File: src/rtl/tsc_pkg.sv
// Constants shared by the tile status and configuration register bank
package tsc_pkg;

   // -------------------------------------------------------------------
   // Widths
   // -------------------------------------------------------------------
   localparam int unsigned PS_NUM_W = 8;
   localparam int unsigned DATA_W   = 32;
   localparam int unsigned CNT_W    = 16;
   localparam int unsigned NUM_OSC  = 4;
   localparam int unsigned SSR_W    = 11;

   // -------------------------------------------------------------------
   // Processor-status register numbers
   // -------------------------------------------------------------------
   localparam logic [7:0] REG_BOOT_STATUS = 8'h03;
   localparam logic [7:0] REG_SECURITY    = 8'h05;
   localparam logic [7:0] REG_OSC_CTRL    = 8'h06;
   localparam logic [7:0] REG_TILE_CELL   = 8'h07;
   localparam logic [7:0] REG_TILE_WIRE   = 8'h08;
   localparam logic [7:0] REG_PERI_CELL   = 8'h09;
   localparam logic [7:0] REG_PERI_WIRE   = 8'h0A;
   localparam logic [7:0] REG_RAM_SIZE    = 8'h0C;
   localparam logic [7:0] REG_DBG_SSR     = 8'h10;
   localparam logic [7:0] REG_DBG_SPC     = 8'h11;

   // -------------------------------------------------------------------
   // Boot status fields
   // -------------------------------------------------------------------
   localparam int unsigned BOOT_PLL_LSB   = 0;
   localparam int unsigned BOOT_PLL_W     = 2;
   localparam int unsigned BOOT_JTAG_BIT  = 2;
   localparam int unsigned BOOT_RAM_BIT   = 3;
   localparam int unsigned BOOT_SKIP_BIT  = 4;
   localparam int unsigned BOOT_C1OFF_BIT = 5;
   localparam int unsigned BOOT_OVR_BIT   = 8;
   localparam int unsigned BOOT_PNUM_LSB  = 16;
   localparam int unsigned BOOT_PNUM_W    = 8;

   // -------------------------------------------------------------------
   // Security configuration fields
   // -------------------------------------------------------------------
   localparam int unsigned SEC_TAP_BIT    = 0;
   localparam int unsigned SEC_JCFG_BIT   = 4;
   localparam int unsigned SEC_OTPB_BIT   = 5;
   localparam int unsigned SEC_RED_BIT    = 7;
   localparam int unsigned SEC_SECT_LSB   = 8;
   localparam int unsigned SEC_SECT_W     = 4;
   localparam int unsigned SEC_ALL_BIT    = 12;
   localparam int unsigned SEC_GDBG_BIT   = 14;
   localparam int unsigned SEC_WLOCK_BIT  = 31;
   localparam logic [31:0] SEC_WMASK      = 32'h8000_5FB1;
   localparam logic [31:0] SEC_RESET      = 32'h0000_0000;

   // -------------------------------------------------------------------
   // Oscillator control and counters
   // -------------------------------------------------------------------
   localparam int unsigned OSC_PERI_BIT   = 0;
   localparam int unsigned OSC_CORE_BIT   = 1;
   localparam logic [1:0]  OSC_CTRL_RESET = 2'h0;
   localparam logic [15:0] OSC_CNT_RESET  = 16'h0000;

   // -------------------------------------------------------------------
   // RAM size and debug capture
   // -------------------------------------------------------------------
   localparam int unsigned RAM_SIZE_LSB   = 2;
   localparam int unsigned SSR_DIRO_BIT   = 8;
   localparam logic [10:0] SSR_WMASK      = 11'h6DF;
   localparam logic [10:0] SSR_RESET      = 11'h000;
   localparam logic [31:0] SPC_RESET      = 32'h0000_0000;

endpackage

File: src/rtl/tsc_osc_if.sv
// Bundle between the register bank and the ring oscillator counters
`timescale 1ns/1ps
interface tsc_osc_if;
   logic [tsc_pkg::NUM_OSC-1:0]                     run;
   logic [tsc_pkg::NUM_OSC-1:0]                     tick;
   logic [tsc_pkg::NUM_OSC-1:0][tsc_pkg::CNT_W-1:0] count;

   // Register bank side
   modport ctl (output run, output tick, input count);
   // Counter side
   modport cnt (input run, input tick, output count);
endinterface

File: src/rtl/tsc_ro_counters.sv
// Ring oscillator event counters, untouched by the system reset
`timescale 1ns/1ps
module tsc_ro_counters
   import tsc_pkg::*;
(
   // Clock and power-on reset
   input  wire logic clk_sys_i,
   input  wire logic por_b_i,
   // Oscillator bundle
   tsc_osc_if.cnt    osc
);

   // -------------------------------------------------------------------
   // Counters
   // -------------------------------------------------------------------

   // Only power-on clears them; system reset keeps the count
   for (genvar g = 0; g < NUM_OSC; g++) begin : g_cnt
      logic [CNT_W-1:0] count;

      always_ff @(posedge clk_sys_i) begin
         if (!por_b_i) begin
            count <= OSC_CNT_RESET;
         end else if (osc.run[g] && osc.tick[g]) begin
            count <= count + 1'b1;
         end
      end

      assign osc.count[g] = count;
   end

endmodule

File: src/rtl/tsc_regs.sv
// Tile status and configuration register bank on the processor-status port
//
// Behaviour
// - Core reaches every register by numbered status read and write operations.
// - Boot status is read-only; processor number in bits 23:16.
// - Boot status bits 1:0 show the sampled boot PLL mode pins.
// - Boot bit 3 boots from RAM, bit 2 from JTAG, bit 8 override.
// - Boot bit 5 shows the second core powered off.
// - Boot bit 4 tells boot code to skip OTP read-level polling.
// - Security register is loaded with the word stored in OTP.
// - Security bit 31 set makes later writes to it ignored.
// - Security bit 0 blocks debug TAP; bit 14 blocks global debug.
// - Security bits 11:8 lock one OTP sector each; bit 12 all.
// - Security bit 5 overrides boot straps, booting from OTP.
// - Security bit 4 keeps JTAG out of PLL and boot registers.
// - Four oscillators clock counters, started and stopped by control register.
// - Control bit 1 runs core oscillators, bit 0 peripheral; reset zero.
// - Counts are read-only, 16 bits, and survive system reset.
// - Counts at 0x07 tile cell, 0x08 tile wire, 0x09/0x0A peripheral.
// - Oscillators run unrelated to the tile clock; counts give random bits.
// - RAM size register is read-only, bytes in bits 31:2.
// - Debugger entry captures saved status word and program counter.
// - Status word bit 1 interrupts enabled, bit 0 events enabled.
// - Status word bit 7 fast issue, bit 6 paused waiting.
// - Status word bit 4 kernel, bit 3 interrupt handler, bit 2 enabling.
// - Status word bit 9 entry issue mode, bit 8 issue mode, bit 10 space.
`timescale 1ns/1ps
module tsc_regs
   import tsc_pkg::*;
#(
   parameter logic [31:0] RAM_BYTES = 32'h0001_0000
)
(
   // Clock and resets
   input  wire logic                 clk_sys_i,
   input  wire logic                 rst_b_i,
   input  wire logic                 por_b_i,
   // Processor-status port
   input  wire logic                 ps_req_i,
   input  wire logic                 ps_wr_i,
   input  wire logic [PS_NUM_W-1:0]  ps_num_i,
   input  wire logic [DATA_W-1:0]    ps_wdata_i,
   output logic                      ps_ack_o,
   output logic [DATA_W-1:0]         ps_rdata_o,
   // Boot status sources
   input  wire logic [7:0]           proc_num_i,
   input  wire logic [1:0]           pll_mode_pins_i,
   input  wire logic                 boot_from_ram_i,
   input  wire logic                 boot_from_jtag_i,
   input  wire logic                 core1_off_i,
   input  wire logic                 otp_skip_poll_i,
   // Security word from OTP
   input  wire logic                 otp_sec_load_i,
   input  wire logic [DATA_W-1:0]    otp_sec_word_i,
   // Ring oscillators
   input  wire logic [NUM_OSC-1:0]   ro_edge_i,
   output logic [NUM_OSC-1:0]        ro_enable_o,
   // Debugger capture
   input  wire logic                 dbg_entry_i,
   input  wire logic                 dbg_mode_i,
   input  wire logic [SSR_W-1:0]     saved_status_word_i,
   input  wire logic [DATA_W-1:0]    saved_program_counter_i,
   // Security controls
   output logic                      tap_block_o,
   output logic                      global_debug_block_o,
   output logic [SEC_SECT_W-1:0]     otp_sector_lock_o,
   output logic                      otp_redundancy_o,
   output logic                      boot_from_otp_o,
   output logic                      jtag_cfg_block_o
);

   // -------------------------------------------------------------------
   // Helpers
   // -------------------------------------------------------------------

   // Register-number match, shared by write and read decode
   function automatic logic hit(input logic [PS_NUM_W-1:0] num,
                                input logic [7:0]          idx);
      return num == idx;
   endfunction

   // Zero-extend a 16-bit count to a bus word
   function automatic logic [DATA_W-1:0] cnt_word(input logic [CNT_W-1:0] c);
      return {{(DATA_W-CNT_W){1'b0}}, c};
   endfunction

   // -------------------------------------------------------------------
   // Storage
   // -------------------------------------------------------------------
   logic [DATA_W-1:0]  sec;
   logic [1:0]         osc_ctrl;
   logic [SSR_W-1:0]   dbg_ssr;
   logic [DATA_W-1:0]  dbg_spc;
   logic [BOOT_PLL_W-1:0] pll_strap;
   logic [DATA_W-1:0]  boot_status;

   tsc_osc_if osc ();

   // -------------------------------------------------------------------
   // Access decode
   // -------------------------------------------------------------------

   // Writes and reads are one-cycle requests on the status port
   wire wr_en    = ps_req_i && ps_wr_i;
   wire rd_en    = ps_req_i && !ps_wr_i;
   wire wr_sec   = wr_en && hit(ps_num_i, REG_SECURITY);
   wire wr_osc   = wr_en && hit(ps_num_i, REG_OSC_CTRL);
   // Debug registers only take software writes in debug mode
   wire wr_ssr   = wr_en && dbg_mode_i && hit(ps_num_i, REG_DBG_SSR);
   wire wr_spc   = wr_en && dbg_mode_i && hit(ps_num_i, REG_DBG_SPC);
   wire sec_lock = sec[SEC_WLOCK_BIT];

   // -------------------------------------------------------------------
   // Security configuration
   // -------------------------------------------------------------------
   logic [DATA_W-1:0] next_sec;

   // OTP copy wins over software; the lock bit freezes software writes
   always_comb begin
      next_sec = sec;
      if (otp_sec_load_i) begin
         next_sec = otp_sec_word_i & SEC_WMASK;
      end else if (wr_sec && !sec_lock) begin
         next_sec = ps_wdata_i & SEC_WMASK;
      end
   end

   // Derived security controls, named for readability
   wire [SEC_SECT_W-1:0] next_sect_lock =
      next_sec[SEC_SECT_LSB +: SEC_SECT_W] |
      {SEC_SECT_W{next_sec[SEC_ALL_BIT]}};

   // Security register and its registered control outputs
   always_ff @(posedge clk_sys_i) begin
      if (!rst_b_i) begin
         sec                  <= SEC_RESET;
         tap_block_o          <= SEC_RESET[SEC_TAP_BIT];
         global_debug_block_o <= SEC_RESET[SEC_GDBG_BIT];
         otp_sector_lock_o    <= SEC_RESET[SEC_SECT_LSB +: SEC_SECT_W];
         otp_redundancy_o     <= SEC_RESET[SEC_RED_BIT];
         boot_from_otp_o      <= SEC_RESET[SEC_OTPB_BIT];
         jtag_cfg_block_o     <= SEC_RESET[SEC_JCFG_BIT];
      end else begin
         sec                  <= next_sec;
         tap_block_o          <= next_sec[SEC_TAP_BIT];
         global_debug_block_o <= next_sec[SEC_GDBG_BIT];
         otp_sector_lock_o    <= next_sect_lock;
         otp_redundancy_o     <= next_sec[SEC_RED_BIT];
         boot_from_otp_o      <= next_sec[SEC_OTPB_BIT];
         jtag_cfg_block_o     <= next_sec[SEC_JCFG_BIT];
      end
   end

   // -------------------------------------------------------------------
   // Boot status
   // -------------------------------------------------------------------

   // Mode pins are caught while reset is held, then frozen
   always_ff @(posedge clk_sys_i) begin
      if (!rst_b_i) begin
         pll_strap <= pll_mode_pins_i;
      end
   end

   // Live image of the boot sources; reserved bits stay zero
   logic [DATA_W-1:0] next_boot;

   always_comb begin
      next_boot = '0;
      next_boot[BOOT_PLL_LSB +: BOOT_PLL_W]   = pll_strap;
      next_boot[BOOT_JTAG_BIT]                = boot_from_jtag_i;
      next_boot[BOOT_RAM_BIT]                 = boot_from_ram_i;
      next_boot[BOOT_SKIP_BIT]                = otp_skip_poll_i;
      next_boot[BOOT_C1OFF_BIT]               = core1_off_i;
      next_boot[BOOT_OVR_BIT]                 = sec[SEC_OTPB_BIT];
      next_boot[BOOT_PNUM_LSB +: BOOT_PNUM_W] = proc_num_i;
   end

   // No write path reaches this register at all
   always_ff @(posedge clk_sys_i) begin
      if (!rst_b_i) begin
         boot_status <= '0;
      end else begin
         boot_status <= next_boot;
      end
   end

   // -------------------------------------------------------------------
   // Ring oscillator control
   // -------------------------------------------------------------------

   // Both enables drop to zero on reset, stopping every oscillator
   always_ff @(posedge clk_sys_i) begin
      if (!rst_b_i) begin
         osc_ctrl <= OSC_CTRL_RESET;
      end else if (wr_osc) begin
         osc_ctrl <= ps_wdata_i[1:0];
      end
   end

   // Core pair is tile cell and wire, peripheral pair the other two
   wire [NUM_OSC-1:0] next_run = {{2{osc_ctrl[OSC_PERI_BIT]}},
                                  {2{osc_ctrl[OSC_CORE_BIT]}}};

   // Enable to the analogue rings, one cycle after the control bit
   always_ff @(posedge clk_sys_i) begin
      if (!rst_b_i) begin
         ro_enable_o <= '0;
      end else begin
         ro_enable_o <= next_run;
      end
   end

   // Count only edges seen while the ring is enabled
   assign osc.run  = ro_enable_o;
   assign osc.tick = ro_edge_i;

   // Counter bank: reads during a run see a moving value, hence the
   // stop-and-wait discipline software keeps before reading
   tsc_ro_counters u_counters (
      .clk_sys_i (clk_sys_i),
      .por_b_i   (por_b_i),
      .osc       (osc.cnt)
   );

   // -------------------------------------------------------------------
   // Debugger capture
   // -------------------------------------------------------------------
   logic [SSR_W-1:0] next_ssr;

   // Entry capture wins over a software write in the same cycle;
   // the current issue-mode bit never takes a software value
   always_comb begin
      next_ssr = dbg_ssr;
      if (dbg_entry_i) begin
         next_ssr = saved_status_word_i;
      end else if (wr_ssr) begin
         next_ssr = (ps_wdata_i[SSR_W-1:0] & SSR_WMASK) |
                    (dbg_ssr & ~SSR_WMASK);
      end
   end

   // Saved status word, reserved bit 5 forced low
   always_ff @(posedge clk_sys_i) begin
      if (!rst_b_i) begin
         dbg_ssr <= SSR_RESET;
      end else begin
         dbg_ssr <= next_ssr & (SSR_WMASK | (SSR_W)'(1 << SSR_DIRO_BIT));
      end
   end

   // Saved program counter, all 32 bits debugger-writable
   always_ff @(posedge clk_sys_i) begin
      if (!rst_b_i) begin
         dbg_spc <= SPC_RESET;
      end else if (dbg_entry_i) begin
         dbg_spc <= saved_program_counter_i;
      end else if (wr_spc) begin
         dbg_spc <= ps_wdata_i;
      end
   end

   // -------------------------------------------------------------------
   // Read path
   // -------------------------------------------------------------------
   logic [DATA_W-1:0] rd_mux;

   // Unlisted numbers read as zero
   always_comb begin
      rd_mux = '0;
      if (hit(ps_num_i, REG_BOOT_STATUS)) begin
         rd_mux = boot_status;
      end else if (hit(ps_num_i, REG_SECURITY)) begin
         rd_mux = sec;
      end else if (hit(ps_num_i, REG_OSC_CTRL)) begin
         rd_mux = {30'h0000_0000, osc_ctrl};
      end else if (hit(ps_num_i, REG_TILE_CELL)) begin
         rd_mux = cnt_word(osc.count[0]);
      end else if (hit(ps_num_i, REG_TILE_WIRE)) begin
         rd_mux = cnt_word(osc.count[1]);
      end else if (hit(ps_num_i, REG_PERI_CELL)) begin
         rd_mux = cnt_word(osc.count[2]);
      end else if (hit(ps_num_i, REG_PERI_WIRE)) begin
         rd_mux = cnt_word(osc.count[3]);
      end else if (hit(ps_num_i, REG_RAM_SIZE)) begin
         rd_mux = {RAM_BYTES[DATA_W-1:RAM_SIZE_LSB], 2'h0};
      end else if (hit(ps_num_i, REG_DBG_SSR)) begin
         rd_mux = {{(DATA_W-SSR_W){1'b0}}, dbg_ssr};
      end else if (hit(ps_num_i, REG_DBG_SPC)) begin
         rd_mux = dbg_spc;
      end
   end

   // One-cycle answer; data holds until the next read
   always_ff @(posedge clk_sys_i) begin
      if (!rst_b_i) begin
         ps_ack_o   <= 1'b0;
         ps_rdata_o <= '0;
      end else begin
         ps_ack_o <= ps_req_i;
         if (rd_en) begin
            ps_rdata_o <= rd_mux;
         end
      end
   end

endmodule

File: config.mk
export PLATFORM = sky130hd
export DESIGN_NAME = tsc_regs
export DESIGN_NICKNAME = d
export VERILOG_FILES = /design/src/rtl/tsc_pkg.sv /design/src/rtl/tsc_osc_if.sv /design/src/rtl/tsc_ro_counters.sv /design/src/rtl/tsc_regs.sv
export SDC_FILE = /design/constraint.sdc
export NUM_CORES = 1
export LEC_CHECK = 0
export ABC_AREA = 1
export BUFFER_PORTS_ARGS = -buffer_cell sky130_fd_sc_hd__buf_4
export CORE_ASPECT_RATIO = 0.8
export CORE_MARGIN = 1
export CORE_UTILIZATION = 44
export CTS_CLUSTER_SIZE = 24
export DETAILED_ROUTE_END_ITERATION = 12
export GPL_TIMING_DRIVEN = 0
export PLACE_DENSITY = 0.67
export SLEW_MARGIN = 10
export SYNTH_ARGS = -nofsm -noshare
export SYNTH_HDL_FRONTEND = slang
export SYNTH_SLANG_ARGS = --single-unit
export TNS_END_PERCENT = 50
File: constraint.sdc
create_clock -name clk_sys_i -period 2.4 [get_ports clk_sys_i]
set_clock_uncertainty 0.2 [all_clocks]
set_input_delay 0.48 -clock clk_sys_i [delete_from_list [all_inputs] [get_ports clk_sys_i]]
set_output_delay 0.48 -clock clk_sys_i [all_outputs]
set_load 0.01 [all_outputs]
Yosys cells after proc, flatten, opt, wreduce, memory -nomap -nowiden
Index checks and enable logic that the tools add are counted.
Widths: inputs -> output; s select.
Operators by class
  eq/ne operators: 10
  add/subtract/negate cells: 4
  multiplexer cells: 16
  reduce and logical (&&, ||, !) cells: 17
  bitwise operators: 2
Operator list (count)
  $mux 32: 14
  $add 16x1->16 const B: 4
  $eq 8x4->1 const B: 4
  $eq 8x3->1 const B: 3
  $mux 11: 2
  $eq 8x5->1 const B: 2
  $logic_and 1x1->1: 12
  $or 11x9->11: 1
  $eq 8x2->1 const B: 1
  $reduce_bool 2->1: 3
  $or 4x4->4: 1
  $logic_not 1->1: 2
Storage, ports and cells
  register bits after elaboration: 199
  input port bits: 141
  word-level logic and storage cells: 71
  output and inout port bits: 46

Depth between registers and ports, before layout
  depth after elaboration: 11
  mapped depth: 13
  gate-level depth less buffers: 12

By module
From an unflattened synthesis, not the netlist that was laid out.
Unflattened totals
  cell total of the unflattened synthesis: 1250
  area total of the unflattened synthesis: 8552.0 µm²
Modules (own cells, without submodules)
  tsc_regs: times used 1, area an instance 5350.1 µm², sequential area each 2242.2 µm², cells each 783
  tsc_ro_counters: times used 1, area an instance 3201.8 µm², sequential area each 1281.2 µm², cells each 467

Least setup slack after synthesis
OpenSTA, ideal clock, no wires.
  kind: input -> register
  start point: in ps_num_i[4]
  end point: reg ps_rdata_o[13]
  setup slack: 0.494 ns
  stages: 10
  arrival: 1.571 ns
  buffers on the path: 0
  setup time: 0.135 ns
  data required time: 2.065 ns
  path through: nor2_2 nand2_2 nor2_1 inv_2 nor2_1 nand2_1 nand3_1 nor2_1 o21ai_1 a21oi_1
Between the ends
  longest elaborated chain between the ends: 11
  elaborated cells between the ends (all ways): 20
  those cells by class: 10 x eq/ne; 10 x mux
Ends and longest elaborated chain
  from (decl): RTL line tsc_regs.sv:41  | input wire logic [PS_NUM_W-1:0] ps_num_i,
  $eq 8x5->1: RTL line tsc_regs.sv:79  | return num == idx;
  $mux 32: RTL line tsc_regs.sv:289  | end else if (hit(ps_num_i, REG_DBG_SPC)) begin
  $mux 32: RTL line tsc_regs.sv:287  | end else if (hit(ps_num_i, REG_DBG_SSR)) begin
  $mux 32: RTL line tsc_regs.sv:285  | end else if (hit(ps_num_i, REG_RAM_SIZE)) begin
  $mux 32: RTL line tsc_regs.sv:283  | end else if (hit(ps_num_i, REG_PERI_WIRE)) begin
  $mux 32: RTL line tsc_regs.sv:281  | end else if (hit(ps_num_i, REG_PERI_CELL)) begin
  $mux 32: RTL line tsc_regs.sv:279  | end else if (hit(ps_num_i, REG_TILE_WIRE)) begin
  $mux 32: RTL line tsc_regs.sv:277  | end else if (hit(ps_num_i, REG_TILE_CELL)) begin
  $mux 32: RTL line tsc_regs.sv:275  | end else if (hit(ps_num_i, REG_OSC_CTRL)) begin
  $mux 32: RTL line tsc_regs.sv:273  | end else if (hit(ps_num_i, REG_SECURITY)) begin
  $mux 32 (*): RTL line tsc_regs.sv:271  | if (hit(ps_num_i, REG_BOOT_STATUS)) begin
  to (signal assigned): RTL line tsc_regs.sv:302  | ps_rdata_o <= rd_mux;
  to (decl): RTL line tsc_regs.sv:44  | output logic [DATA_W-1:0] ps_rdata_o,
Mark *: on every way between the ends. The rest lies on a longest branch, timed or not.
A chain may end at the register's enable or synchronous reset.

Final worst setup path
Same ends and word-level chain as after synthesis.

==> metrics <==
most frequent cells after synthesis=351 x nand2_1, 173 x dfxtp_1, 146 x inv_1, 107 x a21oi_1, 97 x o21ai_0; R2R setup slack=0.30 ns; crit end category=flip-flop; PwrDens=616 nW/um2; n_diodes=0; worst skew pair latency=0.44 ns; Synth top area share=42.1%; DR vias=8,655; vias per cell=5.20; crit-path leading delay family=simple AND/OR/NAND/NOR gates; Fin Hold WS=0.0171 ns; fin crit period=2.20 ns; period utilisation layout=91.8%; Row Count=44; WP data required=2.50 ns; maxcap violations=0; Die Wd=155 um; worst vdd rail ir drop=0.429 mV; Die H=124 um; achievable frequency=0.454 GHz; post-synth top area cell=dfxtp_1; total CTS buffers=17; initial antenna violation count=0; CP max stage cell=nor2_1; yosys warns=0; global route overflow=0; CTS H-tree depth=4; post-synth cell types=40; setup TNS=0 ns; syn_nets=1,363; CTS tree=yes; ANT nets after route=0; max_slew headroom=52.5%; Top Ports=187; P&R area growth vs syn=25.8%; wire per inst=16.6 um; Final setup viols=0; GRT Total Usage=29.2%; Post-DP HPWL=21.4 mm; Starting Density=45.2%; CP most frequent cell=nor2_1; clock buffer depth=2; Least-Margin Pin Slew=0.712 ns; Port Buf Inserts=162; number of global-route vias before repair=7,943; Setup CP Type=primary input to flip-flop; static leakage=0.00459 uW; largest cells by area after synthesis=dfxtp_1 42%, nand2_1 16%, inv_1 6.7%; CP bufs+invs=2; Crit path arrival time=2.31 ns; Post-Syn Area=8230 um2; FF+latch count, synth=175; final hold vios=0; first-pass GRT wire length=42.8 mm; CTS clk-pin slew, worst paths=0.07 ns; detailed-routing iteration count for the pre-antenna-repair pass=5; Max Slew Vio Count=0; Core Region=18,200 um2; Residual DRC=0; Post-synth ARST share=0%; Die Area=19,300 um2; clock sink count=175; CP Cell Sequence=buf_4 -> nor2_2 -> nand2_2 -> nor2_1 -> inv_2 -> nor2_1 -> nand2_1 -> nand3_1 -> nor2_1 -> o21ai_1 -> a21oi_1; largest net degree at the start of global routing=19; DRC marker count from the first detailed-route iteration=1,003; CP max stage delay=0.43 ns; Post-synth EDFFs=2; cell with the most instances after synthesis=nand2_1; # fillers=1,847; routed wire length=27.6 mm; sequential share of the synthesized area=42.8%; CTS root buf=clkbuf_16; Synth Area per Inst=6.76 um2; Final #Nets=1,545; ratio of cells with drive above 1 in the final layout=17.5%; Critical Path Start Type=primary input; Mapped Cells=1,218; RSZ-0062 raised after global routing=no; Synth Flop Type=dfxtp_1; gpl congestion=0.918; crit path max fanout=7; outcome=finished clean; HP Class=primary input to flip-flop
==> worst paths after layout <==
path,cells past startpoint,from,endpoint
max,11,ps_num_i[4],ps_rdata_o[13]$_SDFFE_PN0P_
min,3,proc_num_i[7],boot_status[23]$_SDFF_PN0_
max reg2reg,9,ro_enable_o[2]$_SDFF_PN0_,u_counters.g_cnt[2].count[15]$_SDFFE_PN0P_
min reg2reg,2,osc_ctrl[1]$_SDFFE_PN0P_,ro_enable_o[1]$_SDFF_PN0_
==> worst register-to-register path, cell delays in order, from the launching register on <==
cell     delay [ns]
dfxtp_1        0.41
nand2_1        0.21
nor2_1         0.15
nand2_1        0.10
nor2_1         0.21
nand2_1        0.13
nor4_1         0.36
nand2_1        0.09
nand2_1        0.08
nor2_1         0.05
==> placed cells by master (no fill, tap or decap), types with 2 or more instances in the layout <==
cell type / n
nand2_1: 351
dfxtp_1: 172
buf_4: 166
inv_1: 146
a21oi_1: 107
o21ai_0: 97
nor2_1: 87
nand3_1: 66
a31oi_1: 38
clkbuf_1: 30
clkbuf_16: 17
nand4_1: 15
buf_2: 14
o21ai_1: 11
nor3_1: 10
nor2_2: 9
inv_2: 5
nor3b_1: 5
clkinv_4: 5
a31o_2: 4
nor2_4: 4
nor3_2: 4
o21a_1: 4
ha_1: 4
inv_6: 4
inv_8: 4
nand2_2: 3
o21bai_1: 3
xor2_1: 3
buf_1: 2
o211ai_1: 2
o22ai_1: 2
nand3b_1: 2
edfxtp_1: 2
==> report_power, final <==
| group | switching (uW) | leakage (uW) | total [uW] | internal [uW] |
|---|---|---|---|---|
| combinational | 337 | 0.00288 | 591 | 254 |
| clock | 1350 | 0.000283 | 2730 | 1380 |
| sequential | 55.3 | 0.00143 | 3060 | 3000 |
| total | 1740 | 0.00459 | 6380 | 4640 |
==> per-stage QoR <==
stage	total power, uW	utilization, %	cell area [um2]	setup WS [ns]	instances
after CTS	6380	56.7	10300	0.207	1665
after floorplan	3380	-	8230	0.494	1218
after global placement	3700	53.6	9770	-0.248	1633
after global routing	6580	56.8	10400	0.0522	1666
after detailed placement	3700	53.6	9770	-0.241	1633
final	6380	56.8	10400	0.197	1666
==> registers in the layout, indices dropped and copies added, names as in the netlist <==
| register | count |
|---|---|
| ps_rdata_o | 32 |
| osc_ctrl | 2 |
| sec | 10 |
| global_debug_block_o | 1 |
| ro_enable_o | 2 |
| boot_status | 15 |
| otp_sector_lock_o | 4 |
| u_counters.g_cnt.count | 64 |
| ps_ack_o | 1 |
| dbg_spc | 32 |
| dbg_ssr | 10 |
| pll_strap | 2 |
==> logic make-up (layout without fill, tap and decap cells) <==
logic type      after synthesis  count (layout)  share of synthesized area (%)
buf+inv                     203             398                           9.67
flops                       175             175                           42.8
xor+xnor                      3               3                          0.319
simple gates                561             561                           28.8
fa+ha+maj                     4               4                          0.608
compound gates              272             272                           17.8
==> cell type report <==
cell class	count	area [um2]	share of cell area, %
flip-flops and latches	175	3520	34.0
well taps	253	317	3.06
plain buffers	51	228	2.20
inverters	152	571	5.51
clock buffers	17	425	4.11
multi-input cells	840	3920	37.8
repair buffers	163	1230	11.8
clock inverters	15	145	1.40
==> metal layers <==
metal	up-vias	track usage, %	routed length, um
li1	4310	-	-
met1	3959	43.6	13500
met2	346	41.4	11400
met3	40	5.78	2070
met4	0	9.84	680
met5	-	0	0
==> repair_timing <==
item / CTS / global route
hold buffers: 0 / 1
setup buffers: 0 / 0
resized for setup: 0 / 4
hold endpoints to repair: 0 / 1
setup endpoints to repair: 0 / 5
No activity file was read; power rests on OpenSTA's default activity.
